<file path="src/rtl/acd_pkg.sv">
// acd_pkg: constants shared by the spi command decoder.
// assumes a 100 MHz system clock and spi mode 0 framing.
package acd_pkg;
  localparam int ACD_WORD_W = 16;
  localparam int ACD_ADDR_W = 6;
  localparam int ACD_CNT_W = 7;
  // command encodings
  localparam logic [15:0] CMD_NOP = 16'h0000;
  localparam logic [15:0] CMD_RESET = 16'h0011;
  localparam logic [15:0] CMD_STANDBY = 16'h0022;
  localparam logic [15:0] CMD_WAKEUP = 16'h0033;
  localparam logic [15:0] CMD_LOCK = 16'h0555;
  localparam logic [15:0] CMD_UNLOCK = 16'h0655;
  localparam logic [2:0] PFX_REGISTER_READ_CMD = 3'h5;
  localparam logic [2:0] PFX_REGISTER_WRITE_CMD = 3'h3;
  localparam logic [2:0] PFX_RHDR = 3'h7;
  localparam logic [2:0] PFX_WACK = 3'h2;
  localparam logic [15:0] RESP_RESET_OK = 16'hff23;
  localparam logic [15:0] RESP_RESET_CUT = 16'h0011;
  // field positions inside a command word
  localparam int FLD_PFX_LSB = 13;
  localparam int FLD_ADDR_LSB = 7;
  // frame layout: words per standard frame
  localparam int FRAME_WORDS = 5;
  // register space
  localparam int REG_COUNT = 64;
  localparam logic [5:0] REG_STATUS = 6'h01;
  localparam logic [5:0] REG_FIRST_RW = 6'h02;
  localparam logic [5:0] REG_LAST_RW = 6'h3e;
  localparam logic [15:0] REG_RST_VAL = 16'h0000;
  localparam int STAT_CRC_ERR_BIT = 12;
  localparam int STAT_LOCK_BIT = 15;
  localparam int STAT_STBY_BIT = 14;
  // wishbone offsets
  localparam logic [7:0] WB_CTRL = 8'h00;
  localparam logic [7:0] WB_STAT = 8'h04;
  localparam logic [7:0] WB_LASTCMD = 8'h08;
  localparam logic [7:0] WB_REGWIN = 8'h0c;
  localparam int CTRL_CRC_FAIL_BIT = 0;
  localparam logic [31:0] WB_UNMAPPED = 32'h0000_0000;
endpackage : acd_pkg

</file>
<file path="src/rtl/acd_shift_if.sv">
// acd_shift_if: word-level handoff between the spi shifter and decoder.
// assumes both ends run on i_clk.
interface acd_shift_if;
  logic word_valid;
  logic [15:0] word_in;
  logic [7:0] word_idx;
  logic frame_end;
  logic frame_done;
  logic [15:0] word_out;
  logic load_out;
  modport shifter(output word_valid, word_in, word_idx, frame_end,
    frame_done, load_out, input word_out);
  modport decoder(input word_valid, word_in, word_idx, frame_end,
    frame_done, load_out, output word_out);
endinterface : acd_shift_if

</file>
<file path="src/rtl/acd_spi_shift.sv">
// acd_spi_shift: samples sclk, cs_n and din, assembles 16-bit words.
// assumes pins are asynchronous to i_clk; sclk slower than i_clk/4.
module acd_spi_shift
  import acd_pkg::*;
(
  input wire logic i_clk,
  input wire logic i_rst_n,
  input wire logic i_sclk,
  input wire logic i_cs_n,
  input wire logic i_din,
  output logic o_dout,
  acd_shift_if.shifter sif
);
  typedef struct packed {
    logic [2:0] s1;
    logic [2:0] s2;
    logic sclk_d;
    logic [15:0] rx;
    logic [15:0] tx;
    logic [3:0] bit_cnt;
    logic [7:0] widx;
    logic full;
    logic dout;
  } acd_sh_type;
  acd_sh_type st_r, st_nxt;
  logic rise, fall, cs_act;

  assign cs_act = ~st_r.s2[1];
  assign rise = st_r.s2[0] & ~st_r.sclk_d;
  assign fall = ~st_r.s2[0] & st_r.sclk_d;

  always_comb begin
    st_nxt = st_r;
    st_nxt.s1 = {i_din, i_cs_n, i_sclk};
    st_nxt.s2 = st_r.s1;
    st_nxt.sclk_d = st_r.s2[0];
    sif.word_valid = 1'b0;
    sif.frame_end = 1'b0;
    sif.frame_done = 1'b0;
    sif.load_out = 1'b0;
    sif.word_in = {st_r.rx[14:0], st_r.s2[2]};
    sif.word_idx = st_r.widx;
    if (!cs_act) begin
      if (st_r.widx != 8'h00 || st_r.bit_cnt != 4'h0 || st_r.full) begin
        sif.frame_end = 1'b1;
        sif.frame_done = st_r.full;
        // msb must stand before the first rising sclk of the next frame
        st_nxt.tx = {sif.word_out[14:0], 1'b0};
        st_nxt.dout = sif.word_out[15];
      end
      st_nxt.bit_cnt = 4'h0;
      st_nxt.widx = 8'h00;
      st_nxt.full = 1'b0;
    end else begin
      if (rise) begin
        st_nxt.rx = {st_r.rx[14:0], st_r.s2[2]};
        st_nxt.bit_cnt = st_r.bit_cnt + 4'h1;
        if (st_r.bit_cnt == 4'hf) begin
          sif.word_valid = 1'b1;
          st_nxt.widx = st_r.widx + 8'h01;
          if (st_r.widx == 8'(FRAME_WORDS - 1))
            st_nxt.full = 1'b1;
          sif.load_out = 1'b1;
        end
      end
      if (fall) begin
        st_nxt.dout = st_r.tx[15];
        st_nxt.tx = {st_r.tx[14:0], 1'b0};
      end
      if (sif.load_out)
        st_nxt.tx = sif.word_out;
    end
  end

  always_ff @(posedge i_clk or negedge i_rst_n) begin
    if (!i_rst_n)
      st_r <= '{s1: 3'h2, s2: 3'h2, default: '0};
    else
      st_r <= st_nxt;
  end

  assign o_dout = st_r.dout;
endmodule : acd_spi_shift

</file>
<file path="src/rtl/acd_cmd_dec.sv">
// acd_cmd_dec: command decoder for a spi-controlled delta-sigma adc.
// assumes a wishbone classic master and a host driving sclk/cs_n/din.
// Behaviour
// - all-zero command changes nothing; next response is status
// - unknown command words answer like the no-operation command
// - reset latched at frame end; registers return to defaults
// - full reset frame answers ff23; cut frame answers 0011, no reset
// - standby latched at frame end; no effect if already in standby
// - wakeup returns to conversion; no effect if converting
// - locked: only nop, read and unlock accepted; data continues
// - unlock clears the lock state
// - response leads next frame; standby..unlock echo command
// - read command holds 6-bit address and count minus one
// - single read answers register contents directly
// - multi read answers 111 header then registers ascending
// - multi read answer frame carries no conversion data
// - write command holds address and count minus one; data words follow
// - writes land per word; checksum failure only flags status
// - writes to read-only or gap addresses ignored and not counted
// - write answer echoes address with 010 and written count minus one
// - checksum failure skips every command except writes
// - command and register words are 16 bits msb aligned
module acd_cmd_dec
  import acd_pkg::*;
(
  input wire logic i_clk,
  input wire logic i_rst_n,
  input wire logic i_sclk,
  input wire logic i_cs_n,
  input wire logic i_din,
  output logic o_dout,
  output logic o_standby,
  output logic o_locked,
  output logic o_conv_data_en,
  input wire logic i_wb_cyc,
  input wire logic i_wb_stb,
  input wire logic i_wb_we,
  input wire logic [7:0] i_wb_adr,
  input wire logic [31:0] i_wb_dat,
  input wire logic [3:0] i_wb_sel,
  output logic [31:0] o_wb_dat,
  output logic o_wb_ack
);
  typedef enum logic [1:0] {ST_CMD, ST_WDATA, ST_RDATA, ST_IDLE} acd_st_type;

  typedef struct packed {
    acd_st_type st;
    logic [15:0] cmd;
    logic [15:0] resp;
    logic [5:0] waddr;
    logic [6:0] wleft;
    logic [6:0] wdone;
    logic wany;
    logic [5:0] raddr;
    logic [6:0] rleft;
    logic rburst;
    logic standby;
    logic locked;
    logic crc_err;
    logic crc_fail;
    logic stat_out;
    logic [15:0] lastcmd;
    logic [5:0] regwin;
    logic [31:0] wb_dat;
    logic wb_ack;
  } acd_state_type;

  acd_state_type s_r, s_nxt;
  logic [15:0] regs_r [REG_COUNT];
  logic reg_we;
  logic [5:0] reg_wa;
  logic [15:0] reg_wd;
  logic reg_clr;

  acd_shift_if sif();

  acd_spi_shift u_shift (
    .i_clk(i_clk),
    .i_rst_n(i_rst_n),
    .i_sclk(i_sclk),
    .i_cs_n(i_cs_n),
    .i_din(i_din),
    .o_dout(o_dout),
    .sif(sif)
  );

  function automatic logic reg_writable(input logic [5:0] a);
    return (a >= REG_FIRST_RW) && (a <= REG_LAST_RW);
  endfunction : reg_writable

  function automatic logic [15:0] status_word(input acd_state_type s);
    logic [15:0] w;
    w = 16'h0000;
    w[STAT_LOCK_BIT] = s.locked;
    w[STAT_STBY_BIT] = s.standby;
    w[STAT_CRC_ERR_BIT] = s.crc_err;
    return w;
  endfunction : status_word

  logic wb_req;
  assign wb_req = i_wb_cyc & i_wb_stb & ~s_r.wb_ack;

  always_comb begin
    s_nxt = s_r;
    reg_we = 1'b0;
    reg_wa = s_r.waddr;
    reg_wd = sif.word_in;
    reg_clr = 1'b0;
    sif.word_out = 16'h0000;
    // next outgoing word of the current frame
    if (s_r.rburst && s_r.rleft != 7'h00) begin
      sif.word_out = regs_r[s_r.raddr];
    end
    if (sif.word_valid) begin
      if (sif.word_idx == 8'h00) begin
        s_nxt.cmd = sif.word_in;
        s_nxt.st = ST_IDLE;
        if (sif.word_in[15:13] == PFX_REGISTER_WRITE_CMD && !s_r.locked) begin
          s_nxt.st = ST_WDATA;
          s_nxt.waddr = sif.word_in[12:7];
          s_nxt.wleft = sif.word_in[6:0];
          s_nxt.wdone = 7'h00;
          s_nxt.wany = 1'b0;
        end
        if (s_r.rburst && s_r.rleft != 7'h00) begin
          s_nxt.raddr = s_r.raddr + 6'h01;
          s_nxt.rleft = s_r.rleft - 7'h01;
        end
      end else if (s_r.st == ST_WDATA) begin
        if (reg_writable(s_r.waddr)) begin
          reg_we = 1'b1;
          if (s_r.wany)
            s_nxt.wdone = s_r.wdone + 7'h01;
          s_nxt.wany = 1'b1;
        end
        s_nxt.waddr = s_r.waddr + 6'h01;
        s_nxt.wleft = s_r.wleft - 7'h01;
        if (s_r.wleft == 7'h00)
          s_nxt.st = ST_IDLE;
      end else if (s_r.rburst && s_r.rleft != 7'h00) begin
        s_nxt.raddr = s_r.raddr + 6'h01;
        s_nxt.rleft = s_r.rleft - 7'h01;
      end
    end
    if (sif.frame_end) begin
      s_nxt.st = ST_CMD;
      s_nxt.rburst = 1'b0;
      s_nxt.rleft = 7'h00;
      s_nxt.lastcmd = s_r.cmd;
      // error flag clears once a status word has gone out, or on a full reset frame
      if (s_r.stat_out)
        s_nxt.crc_err = 1'b0;
      s_nxt.stat_out = 1'b1;
      if (s_r.crc_fail && s_r.cmd[15:13] != PFX_REGISTER_WRITE_CMD) begin
        s_nxt.crc_err = 1'b1;
      end else if (s_r.cmd == CMD_RESET && !s_r.locked) begin
        s_nxt.stat_out = 1'b0;
        if (sif.frame_done) begin
          reg_clr = 1'b1;
          s_nxt.standby = 1'b0;
          s_nxt.locked = 1'b0;
          s_nxt.crc_err = 1'b0;
          s_nxt.resp = RESP_RESET_OK;
        end else begin
          s_nxt.resp = RESP_RESET_CUT;
        end
      end else if (s_r.cmd == CMD_STANDBY && !s_r.locked) begin
        s_nxt.stat_out = 1'b0;
        s_nxt.standby = 1'b1;
        s_nxt.resp = CMD_STANDBY;
      end else if (s_r.cmd == CMD_WAKEUP && !s_r.locked) begin
        s_nxt.stat_out = 1'b0;
        s_nxt.standby = 1'b0;
        s_nxt.resp = CMD_WAKEUP;
      end else if (s_r.cmd == CMD_LOCK && !s_r.locked) begin
        s_nxt.stat_out = 1'b0;
        s_nxt.locked = 1'b1;
        s_nxt.resp = CMD_LOCK;
      end else if (s_r.cmd == CMD_UNLOCK) begin
        s_nxt.stat_out = 1'b0;
        s_nxt.locked = 1'b0;
        s_nxt.resp = CMD_UNLOCK;
      end else if (s_r.cmd[15:13] == PFX_REGISTER_READ_CMD) begin
        s_nxt.stat_out = 1'b0;
        if (s_r.cmd[6:0] == 7'h00) begin
          s_nxt.resp = regs_r[s_r.cmd[12:7]];
        end else begin
          s_nxt.resp = {PFX_RHDR, s_r.cmd[12:0]};
          s_nxt.rburst = 1'b1;
          s_nxt.raddr = s_r.cmd[12:7];
          s_nxt.rleft = s_r.cmd[6:0] + 7'h01;
        end
      end else if (s_r.cmd[15:13] == PFX_REGISTER_WRITE_CMD && !s_r.locked) begin
        s_nxt.stat_out = 1'b0;
        s_nxt.resp = {PFX_WACK, s_r.cmd[12:7], s_r.wdone};
        if (s_r.crc_fail)
          s_nxt.crc_err = 1'b1;
      end
      // status answer carries the flags as they stand after this frame
      if (s_nxt.stat_out)
        s_nxt.resp = status_word(s_nxt);
    end
    // frame-start response load
    if (sif.frame_end)
      sif.word_out = s_nxt.resp;
    // wishbone slave
    s_nxt.wb_ack = wb_req;
    if (wb_req) begin
      s_nxt.wb_dat = WB_UNMAPPED;
      case (i_wb_adr)
        WB_CTRL: begin
          if (i_wb_we && i_wb_sel[0])
            s_nxt.crc_fail = i_wb_dat[CTRL_CRC_FAIL_BIT];
          s_nxt.wb_dat = {31'h0, s_r.crc_fail};
        end
        WB_STAT: s_nxt.wb_dat = {16'h0, status_word(s_r)};
        WB_LASTCMD: s_nxt.wb_dat = {16'h0, s_r.lastcmd};
        WB_REGWIN: begin
          if (i_wb_we && i_wb_sel[0])
            s_nxt.regwin = i_wb_dat[5:0];
          s_nxt.wb_dat = {10'h0, regs_r[s_r.regwin], s_r.regwin};
        end
        default: s_nxt.wb_dat = WB_UNMAPPED;
      endcase
    end
  end

  always_ff @(posedge i_clk or negedge i_rst_n) begin
    if (!i_rst_n) begin
      s_r <= '{st: ST_CMD, default: '0};
    end else begin
      s_r <= s_nxt;
    end
  end

  genvar gi;
  generate
    for (gi = 0; gi < REG_COUNT; gi++) begin : g_reg
      always_ff @(posedge i_clk or negedge i_rst_n) begin
        if (!i_rst_n)
          regs_r[gi] <= REG_RST_VAL;
        else if (reg_clr)
          regs_r[gi] <= REG_RST_VAL;
        else if (reg_we && reg_wa == 6'(gi))
          regs_r[gi] <= reg_wd;
      end
    end
  endgenerate

  assign o_standby = s_r.standby;
  assign o_locked = s_r.locked;
  assign o_conv_data_en = ~s_r.standby & ~s_r.rburst;
  assign o_wb_dat = s_r.wb_dat;
  assign o_wb_ack = s_r.wb_ack;

  property p_lock_blocks_standby;
    @(posedge i_clk) disable iff (!i_rst_n)
      (sif.frame_end && s_r.locked && s_r.cmd == CMD_STANDBY
        && !s_r.standby) |=> !s_r.standby;
  endproperty
  a_lock_blocks_standby: assert property (p_lock_blocks_standby)
    else $error("standby taken while locked");

  property p_unlock;
    @(posedge i_clk) disable iff (!i_rst_n)
      (sif.frame_end && !s_r.crc_fail && s_r.cmd == CMD_UNLOCK)
        |=> !s_r.locked;
  endproperty
  a_unlock: assert property (p_unlock)
    else $error("unlock did not clear lock");

  property p_reset_ack;
    @(posedge i_clk) disable iff (!i_rst_n)
      (sif.frame_end && sif.frame_done && !s_r.crc_fail && !s_r.locked
        && s_r.cmd == CMD_RESET) |=> s_r.resp == RESP_RESET_OK
        && regs_r[REG_FIRST_RW] == REG_RST_VAL;
  endproperty
  a_reset_ack: assert property (p_reset_ack)
    else $error("reset frame not acknowledged");

  property p_reset_cut;
    @(posedge i_clk) disable iff (!i_rst_n)
      (sif.frame_end && !sif.frame_done && !s_r.crc_fail && !s_r.locked
        && s_r.cmd == CMD_RESET) |=> s_r.resp == RESP_RESET_CUT;
  endproperty
  a_reset_cut: assert property (p_reset_cut)
    else $error("cut reset frame misanswered");

  property p_standby_echo;
    @(posedge i_clk) disable iff (!i_rst_n)
      (sif.frame_end && !s_r.crc_fail && !s_r.locked
        && s_r.cmd == CMD_STANDBY) |=> s_r.standby
        && s_r.resp == CMD_STANDBY;
  endproperty
  a_standby_echo: assert property (p_standby_echo)
    else $error("standby not entered or echoed");

  property p_wakeup;
    @(posedge i_clk) disable iff (!i_rst_n)
      (sif.frame_end && !s_r.crc_fail && !s_r.locked
        && s_r.cmd == CMD_WAKEUP) |=> !s_r.standby;
  endproperty
  a_wakeup: assert property (p_wakeup)
    else $error("wakeup left standby set");

  property p_rhdr;
    @(posedge i_clk) disable iff (!i_rst_n)
      (sif.frame_end && !s_r.crc_fail && s_r.cmd[15:13] == PFX_REGISTER_READ_CMD
        && s_r.cmd[6:0] != 7'h00) |=> s_r.resp[15:13] == PFX_RHDR
        && s_r.resp[12:0] == $past(s_r.cmd[12:0]) && !o_conv_data_en;
  endproperty
  a_rhdr: assert property (p_rhdr)
    else $error("read burst header wrong");

  property p_wr_ro;
    @(posedge i_clk) disable iff (!i_rst_n)
      (sif.word_valid && sif.word_idx != 8'h00 && s_r.st == ST_WDATA
        && !reg_writable(s_r.waddr)) |-> !reg_we;
  endproperty
  a_wr_ro: assert property (p_wr_ro)
    else $error("write hit a read-only address");

  c_reset: cover property (@(posedge i_clk) sif.frame_end
    && s_r.cmd == CMD_RESET);
  c_burst: cover property (@(posedge i_clk) s_r.rburst);
  c_write: cover property (@(posedge i_clk) reg_we);
  c_crc: cover property (@(posedge i_clk) sif.frame_end && s_r.crc_fail);

  property p_crc_flag;
    @(posedge i_clk) disable iff (!i_rst_n)
      (sif.frame_end && s_r.crc_fail) |=> s_r.crc_err;
  endproperty
  a_crc_flag: assert property (p_crc_flag)
    else $error("checksum failure not flagged");

  property p_single_read;
    @(posedge i_clk) disable iff (!i_rst_n)
      (sif.frame_end && !s_r.crc_fail && s_r.cmd[15:13] == PFX_REGISTER_READ_CMD
        && s_r.cmd[6:0] == 7'h00)
        |=> s_r.resp == $past(regs_r[s_r.cmd[12:7]]);
  endproperty
  a_single_read: assert property (p_single_read)
    else $error("single read answered wrong word");
endmodule : acd_cmd_dec

</file>
<file path="config.mk">
export PLATFORM = sky130hd
export DESIGN_NAME = acd_cmd_dec
export DESIGN_NICKNAME = d
export VERILOG_FILES = /design/src/rtl/acd_pkg.sv /design/src/rtl/acd_shift_if.sv /design/src/rtl/acd_spi_shift.sv /design/src/rtl/acd_cmd_dec.sv
export SDC_FILE = /design/constraint.sdc
export NUM_CORES = 2
export LEC_CHECK = 0
export BUFFER_PORTS_ARGS = -buffer_cell sky130_fd_sc_hd__buf_2
export CAP_MARGIN = 20
export CELL_PAD_IN_SITES_DETAIL_PLACEMENT = 0
export CELL_PAD_IN_SITES_GLOBAL_PLACEMENT = 1
export CORE_MARGIN = 4
export CORE_UTILIZATION = 24
export CTS_BUF_LIST = sky130_fd_sc_hd__clkbuf_8 sky130_fd_sc_hd__clkbuf_16
export DETAILED_ROUTE_END_ITERATION = 10
export PLACE_DENSITY_LB_ADDON = 0.1
export SYNTH_ARGS = -nofsm -noshare
export SYNTH_HDL_FRONTEND = slang
export SYNTH_SLANG_ARGS = --single-unit
</file>
<file path="constraint.sdc">
create_clock -name i_clk -period 3.6 [get_ports i_clk]
set_clock_uncertainty 0.2 [all_clocks]
set_input_delay 0 -clock i_clk [delete_from_list [all_inputs] [get_ports i_clk]]
set_output_delay 0 -clock i_clk [all_outputs]
set_load 0.01 [all_outputs]
</file>
* Yosys cells after proc, flatten, opt, wreduce, memory -nomap -nowiden
Index checks and enable logic that the tools add are counted.
** Operators by class
- $add $sub $neg :: 8
- Multiply operators :: 0
- Divide/modulo/power cells :: 0
- Order comparisons :: 5
- Equal/unequal tests :: 81
- Shifts and indexed selects :: 0
- Muxes and demuxes :: 225
- Bitwise operators :: 14
- Reduce and logical (&&, ||, !) cells :: 173
** Operators by type and width (count)
- two-way mux 16 bit :: 153
- binary-select mux 16 bit (select 6 bit) :: 3
- == test 6 bit (second input constant) :: 32
- nonzero test 2 bit :: 72
- two-way mux 14 bit :: 7
- == test 6 x 5 -> 1 bit (second input constant) :: 16
- case mux 22 bit (4 select lines) :: 1
- logical AND 1 bit :: 74
- two-way mux 13 bit :: 4
- == test 6 x 4 -> 1 bit (second input constant) :: 8
- two-way mux 21 bit :: 2
- two-way mux 1 bit :: 39
- two-way mux 34 bit :: 1
- == test 16 x 11 -> 1 bit (second input constant) :: 2
- == test 16 x 6 -> 1 bit (second input constant) :: 2
- two-way mux 30 bit :: 1
- == test 6 x 3 -> 1 bit (second input constant) :: 4
- >= comparator 7 bit (second input constant) :: 3
- NOT 6 -> 7 bit :: 3
- two-way mux 18 bit :: 1
- two-way mux 17 bit :: 1
- == test 16 x 5 -> 1 bit (second input constant) :: 1
- == test 8 x 3 -> 1 bit (second input constant) :: 2
- == test 8 x 4 -> 1 bit (second input constant) :: 2
- other kinds (37) :: 72
** Storage, ports and cells
- Bits in registers :: 1205
- Latch bits :: 0
- RAM bits :: 0
- Memory bits (read-only) :: 0
- Input bits :: 52
- Output and inout bits :: 37
- Word-level logic and storage cells :: 598
- Memories :: 0

* Longest topological paths before layout
- Word-level depth :: 19
- Gate-level depth with buffers :: 15
- Mapped depth without buffers :: 10

* Cells and area by module
A second synthesis with hierarchy kept.
** Unflattened totals
- Cell total of the unflattened synthesis :: 7184
- Area, all modules :: 75089.5 sq um
** Modules (own cells, without submodules)
- acd_cmd_dec :: instances 1, cells an instance 6924, area each 72340.6 sq um, sequential area each 28452.3 sq um
- acd_spi_shift :: instances 1, cells an instance 260, area each 2748.9 sq um, sequential area each 1303.8 sq um

* Worst setup path after synthesis
Ideal clock, no wire load.
- Path kind :: register -> register
- From :: register s_r[33] (netlist name)
- To :: register s_r (netlist bit o_wb_dat[12])
- Library setup time :: 123 ps
- Arrival :: 2963 ps
- Required time :: 3277 ps
- Path slack :: 314 ps
- Stages on the path, launching flop included :: 11
- Path buffers :: 4
- Period minus slack after synthesis :: 3286 ps
- Cells stage by stage :: dfrtp_1 -> clkbuf_1 -> clkbuf_1 -> buf_2 -> clkbuf_1 -> mux4_2 -> mux4_2 -> mux2i_1 -> o22ai_1 -> o21ai_0 -> nand2_1
** On the way
- Word-level cells in the longest chain between the ends :: 5
** Ends and longest elaborated chain
- start: declaration :: RTL line acd_cmd_dec.sv:68 : acd_state_type s_r, s_nxt;
- start signal: assignment :: RTL line acd_cmd_dec.sv:232 : s_r <= s_nxt;
- NOT 6 -> 7 bit (not written as such) :: RTL line acd_cmd_dec.sv:221 : s_nxt.wb_dat = {10'h0, regs_r[s_r.regwin], s_r.regwin};
- binary-select mux 16 bit (select 6 bit) :: RTL line acd_cmd_dec.sv:221
- two-way mux 16 bit (not written as such) (2 in series) :: RTL line acd_cmd_dec.sv:221
- case mux 22 bit (4 select lines) :: RTL line acd_cmd_dec.sv:210 : case (i_wb_adr)
No other way between the ends. The select of a mux whose other input is x is not followed.
A chain may end at the register's enable or synchronous reset.

* Final worst setup path
- From :: register s_r[118] (netlist name)
- To :: register u_shift.st_r[21] (netlist name)
** On the way
- Word-level cells in the longest chain between the ends :: 17
- Elaborated cells between the ends (all ways) :: 35
- Classes of those cells :: eq/ne: 5; mux: 25; bitwise: 1; reduce/logical: 4
** Ends and longest elaborated chain
- NOT 6 -> 7 bit (not written as such) :: RTL line acd_cmd_dec.sv:186 : s_nxt.resp = regs_r[s_r.cmd[12:7]];
- binary-select mux 16 bit (select 6 bit) :: RTL line acd_cmd_dec.sv:186
- two-way mux 16 bit (not written as such) (2 in series) :: RTL line acd_cmd_dec.sv:186
- two-way mux 16 bit :: RTL line acd_cmd_dec.sv:185 : if (s_r.cmd[6:0] == 7'h00) begin
- two-way mux 16 bit :: RTL line acd_cmd_dec.sv:183 : end else if (s_r.cmd[15:13] == PFX_REGISTER_READ_CMD) begin
- two-way mux 16 bit :: RTL line acd_cmd_dec.sv:179 : end else if (s_r.cmd == CMD_UNLOCK) begin
- two-way mux 16 bit :: RTL line acd_cmd_dec.sv:175 : end else if (s_r.cmd == CMD_LOCK && !s_r.locked) begin
- two-way mux 16 bit :: RTL line acd_cmd_dec.sv:171 : end else if (s_r.cmd == CMD_WAKEUP && !s_r.locked) begin
- two-way mux 16 bit :: RTL line acd_cmd_dec.sv:167 : end else if (s_r.cmd == CMD_STANDBY && !s_r.locked) begin
- two-way mux 16 bit :: RTL line acd_cmd_dec.sv:156 : end else if (s_r.cmd == CMD_RESET && !s_r.locked) begin
- two-way mux 16 bit :: RTL line acd_cmd_dec.sv:154 : if (s_r.crc_fail && s_r.cmd[15:13] != PFX_REGISTER_WRITE_CMD) begin
- two-way mux 16 bit * :: RTL line acd_cmd_dec.sv:200 : if (s_nxt.stat_out)
- two-way mux 16 bit * :: RTL line acd_cmd_dec.sv:145 : if (sif.frame_end) begin
- two-way mux 16 bit * :: RTL line acd_cmd_dec.sv:204 : if (sif.frame_end)
- two-way mux 16 bit, on equally long branches :: RTL line acd_spi_shift.sv:70, acd_spi_shift.sv:44
- two-way mux 30 bit * :: RTL line acd_spi_shift.sv:43 : if (!cs_act) begin
- end signal: assignment :: RTL line acd_spi_shift.sv:79 : st_r <= st_nxt;
- end: declaration :: RTL line acd_spi_shift.sv:25 : acd_sh_type st_r, st_nxt;
Mark *: on every way between the ends. The rest lies on a longest branch, timed or not. The select of a mux whose other input is x is not followed.

==> results.py <==
metrics = {
    "layout": {
        "fillers": 32000,
        "multi_input_area_um2": 42600,
        "seq_area_um2": 29800,
        "area_growth_pct": 23.8,
        "utilization_pct": 29.9,
        "nets": 7365,
        "drive_gt1_share_pct": 28.5,
    },
    "floorplanning": {
        "io_pins": 89,
        "start_util_pct": 24.1,
        "die_w_um": 568,
        "dieArea_um2": 323000,
        "rows": 205,
        "fp.dieH_um": 568,
        "fp.coreArea_um2": 312000,
    },
    "power": {
        "p_per_area_nw_per_um2": 347,
        "leakage_nw": 35.9,
        "ir_drop_uv": 329,
    },
    "global_routing": {
        "grt_antenna_before_repair": 34,
        "use_met2_pct": 39.0,
        "grt_pass1_wl_um": 556000,
        "grt_max_degree": 77,
        "grt_usage_pct": 24.5,
        "use_met1_pct": 34.2,
        "grt_pass1_vias": 62600,
        "met3_usage_pct": 3.68,
        "busiest_layer": "met2",
        "grt_overflow": 0,
    },
    "logic_synthesis": {
        "synth_warnings": 0,
        "yosys_most_used_dff": "dfrtp_1",
        "synth-seq-cells": 1189,
        "synth.area.top_cells": "dfrtp_1 39%, mux4_2 22%, mux2i_1 11%, nand2_1 5.6%, a21oi_1 3.9%",
        "synthArstFlopShare_pct": 100,
        "syn_inst": 6926,
        "synth-edff-count": 0,
        "ys_seq_area_share_pct": 39.5,
        "syn-cell-area_um2": 75400,
        "synth.largest_area_cell": "dfrtp_1",
        "synth_top_area_share_pct": 39.4,
        "avgSynthCellArea_um2": 10.9,
        "synth_cell_types": 83,
    },
    "critical_path": {
        "cp_cell_sequence": "buf_12, buf_12, buf_12, buf_12, mux4_2, o221ai_1, o21ai_1, and3_1, o31a_1, a211oi_1, o22ai_1",
        "path_class": "reg2reg",
        "rr_worst_depth": 11,
        "rrSetupSlack_ns": 0.01,
        "crit_top_cell": "buf_12",
        "critPathRequiredTime_ns": 4.13,
        "end_kind": "flip-flop",
        "arrival_ns": 4.12,
        "worstReg2RegStart": "s_r[118]$_DFFE_PN0P_",
        "critPathSlowestCell": "mux4_2",
        "cp_max_fo": 12,
        "rr_endpoint": "u_shift.st_r[21]$_DFFE_PN0P_",
        "crit_path_max_incr_delay_ns": 0.56,
        "worstSetupStartpointType": "flip-flop",
    },
    "outcome": {
        "status": "finished, final reports clean",
    },
    "sta": {
        "slew_headroom_pct": 19.5,
        "finalHoldViolCount": 0,
        "final-setup-viol-count": 0,
        "fin_crit_ns": 3.59,
        "maxSlewViolCount": 0,
        "tightest_slew_ns": 1.21,
        "clock.fmax_mhz": 279,
        "fin_setup_tns_ns": 0,
        "post-route-period-util_pct": 99.7,
        "rsz0062_at_grt": "yes",
    },
    "clock_network": {
        "numCtsBuffers": 166,
        "worst_skew_pair.late_latency_ns": 0.86,
        "cts_buffer_depth": 4,
        "htreeDepth": 4,
        "path_clk_slew_ns": 0.06,
        "tritoncts": "done",
        "cts-root-buf": "clkbuf_16",
        "cts_sinks": 1189,
    },
    "detailed_routing": {
        "vias": 62500,
        "dr.pass1.iters": 5,
        "final_antenna_net_count": 0,
        "drc": 0,
        "finalWirelength_um": 405000,
        "via_per_inst": 5.41,
        "wire_per_inst_um": 35.0,
        "drtIter0Drc": 6268,
    },
    "place": {
        "dpl.hpwl_um": 270000,
        "routabilityCongestion": 0.877,
        "portBuffers": 49,
    },
    "hold_path": {
        "hold_path_end": "u_shift.st_nxt[47]$_DFF_PN0_",
        "min_path_cells": 3,
        "hold_path.class": "in2reg",
        "min_from": "i_sclk",
    },
    "job": {
        "max_cap_viol_count": 0,
    },
}
==> stage by stage <==
stage          hold slack, ns  instances  cell area, um^2  total power [mW]  setup WS, ns
6_report                0.139      11600            93300              32.3        0.0113
5_1_grt                 0.147      11600            93300              33.4       -0.0688
4_1_cts                0.0848      11500            92700              32.9      0.000201
3_5_place_dp           -0.157      11200            86700              16.3        -0.986
3_3_place_gp           -0.161      11200            86700              16.3         -1.00
2_1_floorplan          -0.496       6935            75400              14.8         0.314
==> cells in the mapped netlist, types with 17 or more instances <==
| cell | number |
|---|---|
| a21oi_1 | 586 |
| nor2_2 | 26 |
| a22oi_1 | 23 |
| o221ai_1 | 104 |
| nand2_1 | 1123 |
| nor2b_1 | 19 |
| inv_1 | 29 |
| a211oi_1 | 45 |
| dfrtp_1 | 1187 |
| buf_2 | 168 |
| nand3_1 | 82 |
| a31oi_1 | 21 |
| buf_1 | 55 |
| buf_4 | 75 |
| mux4_2 | 746 |
| mux2_2 | 55 |
| a2111oi_0 | 22 |
| ha_1 | 17 |
| nor2_1 | 709 |
| o22ai_1 | 58 |
| nand4_1 | 18 |
| buf_6 | 49 |
| nor3_1 | 43 |
| clkbuf_1 | 389 |
| o21ai_0 | 184 |
| mux2i_1 | 839 |
==> state kept, by name, summed over array words and instances (netlist names) <==
register / flops
o_wb_ack: 1
o_locked: 1
u_shift.st_r: 23
reg_wa: 6
u_shift.o_dout: 1
u_shift.sif.word_idx: 8
s_r: 82
regs_r: 1024
u_shift.sif.word_in: 16
o_standby: 1
o_wb_dat: 22
u_shift.st_nxt: 4
==> cell families after synthesis <==
| group | synth area share, % |
|---|---|
| mux | 34.3 |
| simple gates | 11.7 |
| buf+inv | 4.96 |
| fa+ha+maj | 0.282 |
| xor+xnor | 0.244 |
| compound gates | 9.01 |
| other cells | 0.00498 |
| flops | 39.5 |
==> area by class of cell <==
cell class,count,share of cell area [%]
timing repair buffer,930,11.1
multi-input combinational,4979,45.6
clock buffer,208,5.08
clock inverter,69,0.460
antenna,17,0.0456
inverter,30,0.125
tap,4140,5.55
sequential,1189,32.0
==> worst max-delay path, delay by kind of cell (launching register included) <==
| family | cells | cell delay, ns |
|---|---|---|
| AOI/OAI and AO/OA | 5 | 1.33 |
| buffers and inverters | 4 | 0.63 |
| DFF | 1 | 0.45 |
| muxes | 1 | 0.56 |
| and+or+nand+nor | 1 | 0.25 |
==> layout by cell type (no fill, tap or decap), drive strengths merged, types with 17 or more instances in the layout <==
cell type and count:
dfrtp 1187, nand2 1125, buf 884, mux2i 839, mux4 746, nor2 743, a21oi 587, clkbuf 210
o21ai 186, o221ai 104, nand3 86, inv 63, o22ai 58, mux2 55, a211oi 45, dlygate4sd3 44
nor3 44, clkinv 29, a22oi 23, a2111oi 22, a31oi 21, nor2b 19, nand4 18, diode 17
ha 17
==> worst max-delay path by stage <==
stage | from | slack (ns) | depth (start not counted) | to
4_1_cts | u_shift.st_r[11]$_DFFE_PN0P_ | 0.0002 | 12 | u_shift.st_r[26]$_DFFE_PN0P_
2_1_floorplan | s_r[33]$_DFFE_PN0P_ | 0.31 | 10 | o_wb_dat[12]$_DFFE_PN0P_
3_3_place_gp | s_r[118]$_DFFE_PN0P_ | -1.00 | 12 | u_shift.st_r[19]$_DFFE_PN0P_
5_1_grt | s_r[33]$_DFFE_PN0P_ | -0.07 | 11 | o_wb_dat[10]$_DFFE_PN0P_
6_report | s_r[118]$_DFFE_PN0P_ | 0.01 | 11 | u_shift.st_r[21]$_DFFE_PN0P_
3_5_place_dp | s_r[118]$_DFFE_PN0P_ | -0.99 | 12 | u_shift.st_r[19]$_DFFE_PN0P_
==> what timing repair did <==
| item | CTS | global route |
|---|---|---|
| buffers inserted | 7 | 26 |
| cloned | 0 | 2 |
| hold buffers | 45 | 0 |
| pin swaps | 10 | 14 |
| resized for setup | 43 | 50 |
| hold endpoints to repair | 1222 | 0 |
| endpoints found under the setup margin | 74 | 110 |
==> power breakdown <==
| part | leakage, nW | switching (mW) | internal (mW) |
|---|---|---|---|
| Combinational | 16.7 | 1.46 | 0.504 |
| Sequential | 16.5 | 0.642 | 13.5 |
| Clock | 2.70 | 6.79 | 9.49 |
| Total | 35.9 | 8.89 | 23.5 |
==> metal layers <==
| metal | share of wire, % | vias up |
|---|---|---|
| met5 | 0.0017 | - |
| met4 | 3.6 | 2 |
| met3 | 5.7 | 480 |
| met2 | 46 | 2160 |
| met1 | 45 | 33600 |
| li1 | - | 26200 |
Note: power is estimated with default switching activity, not from simulation.
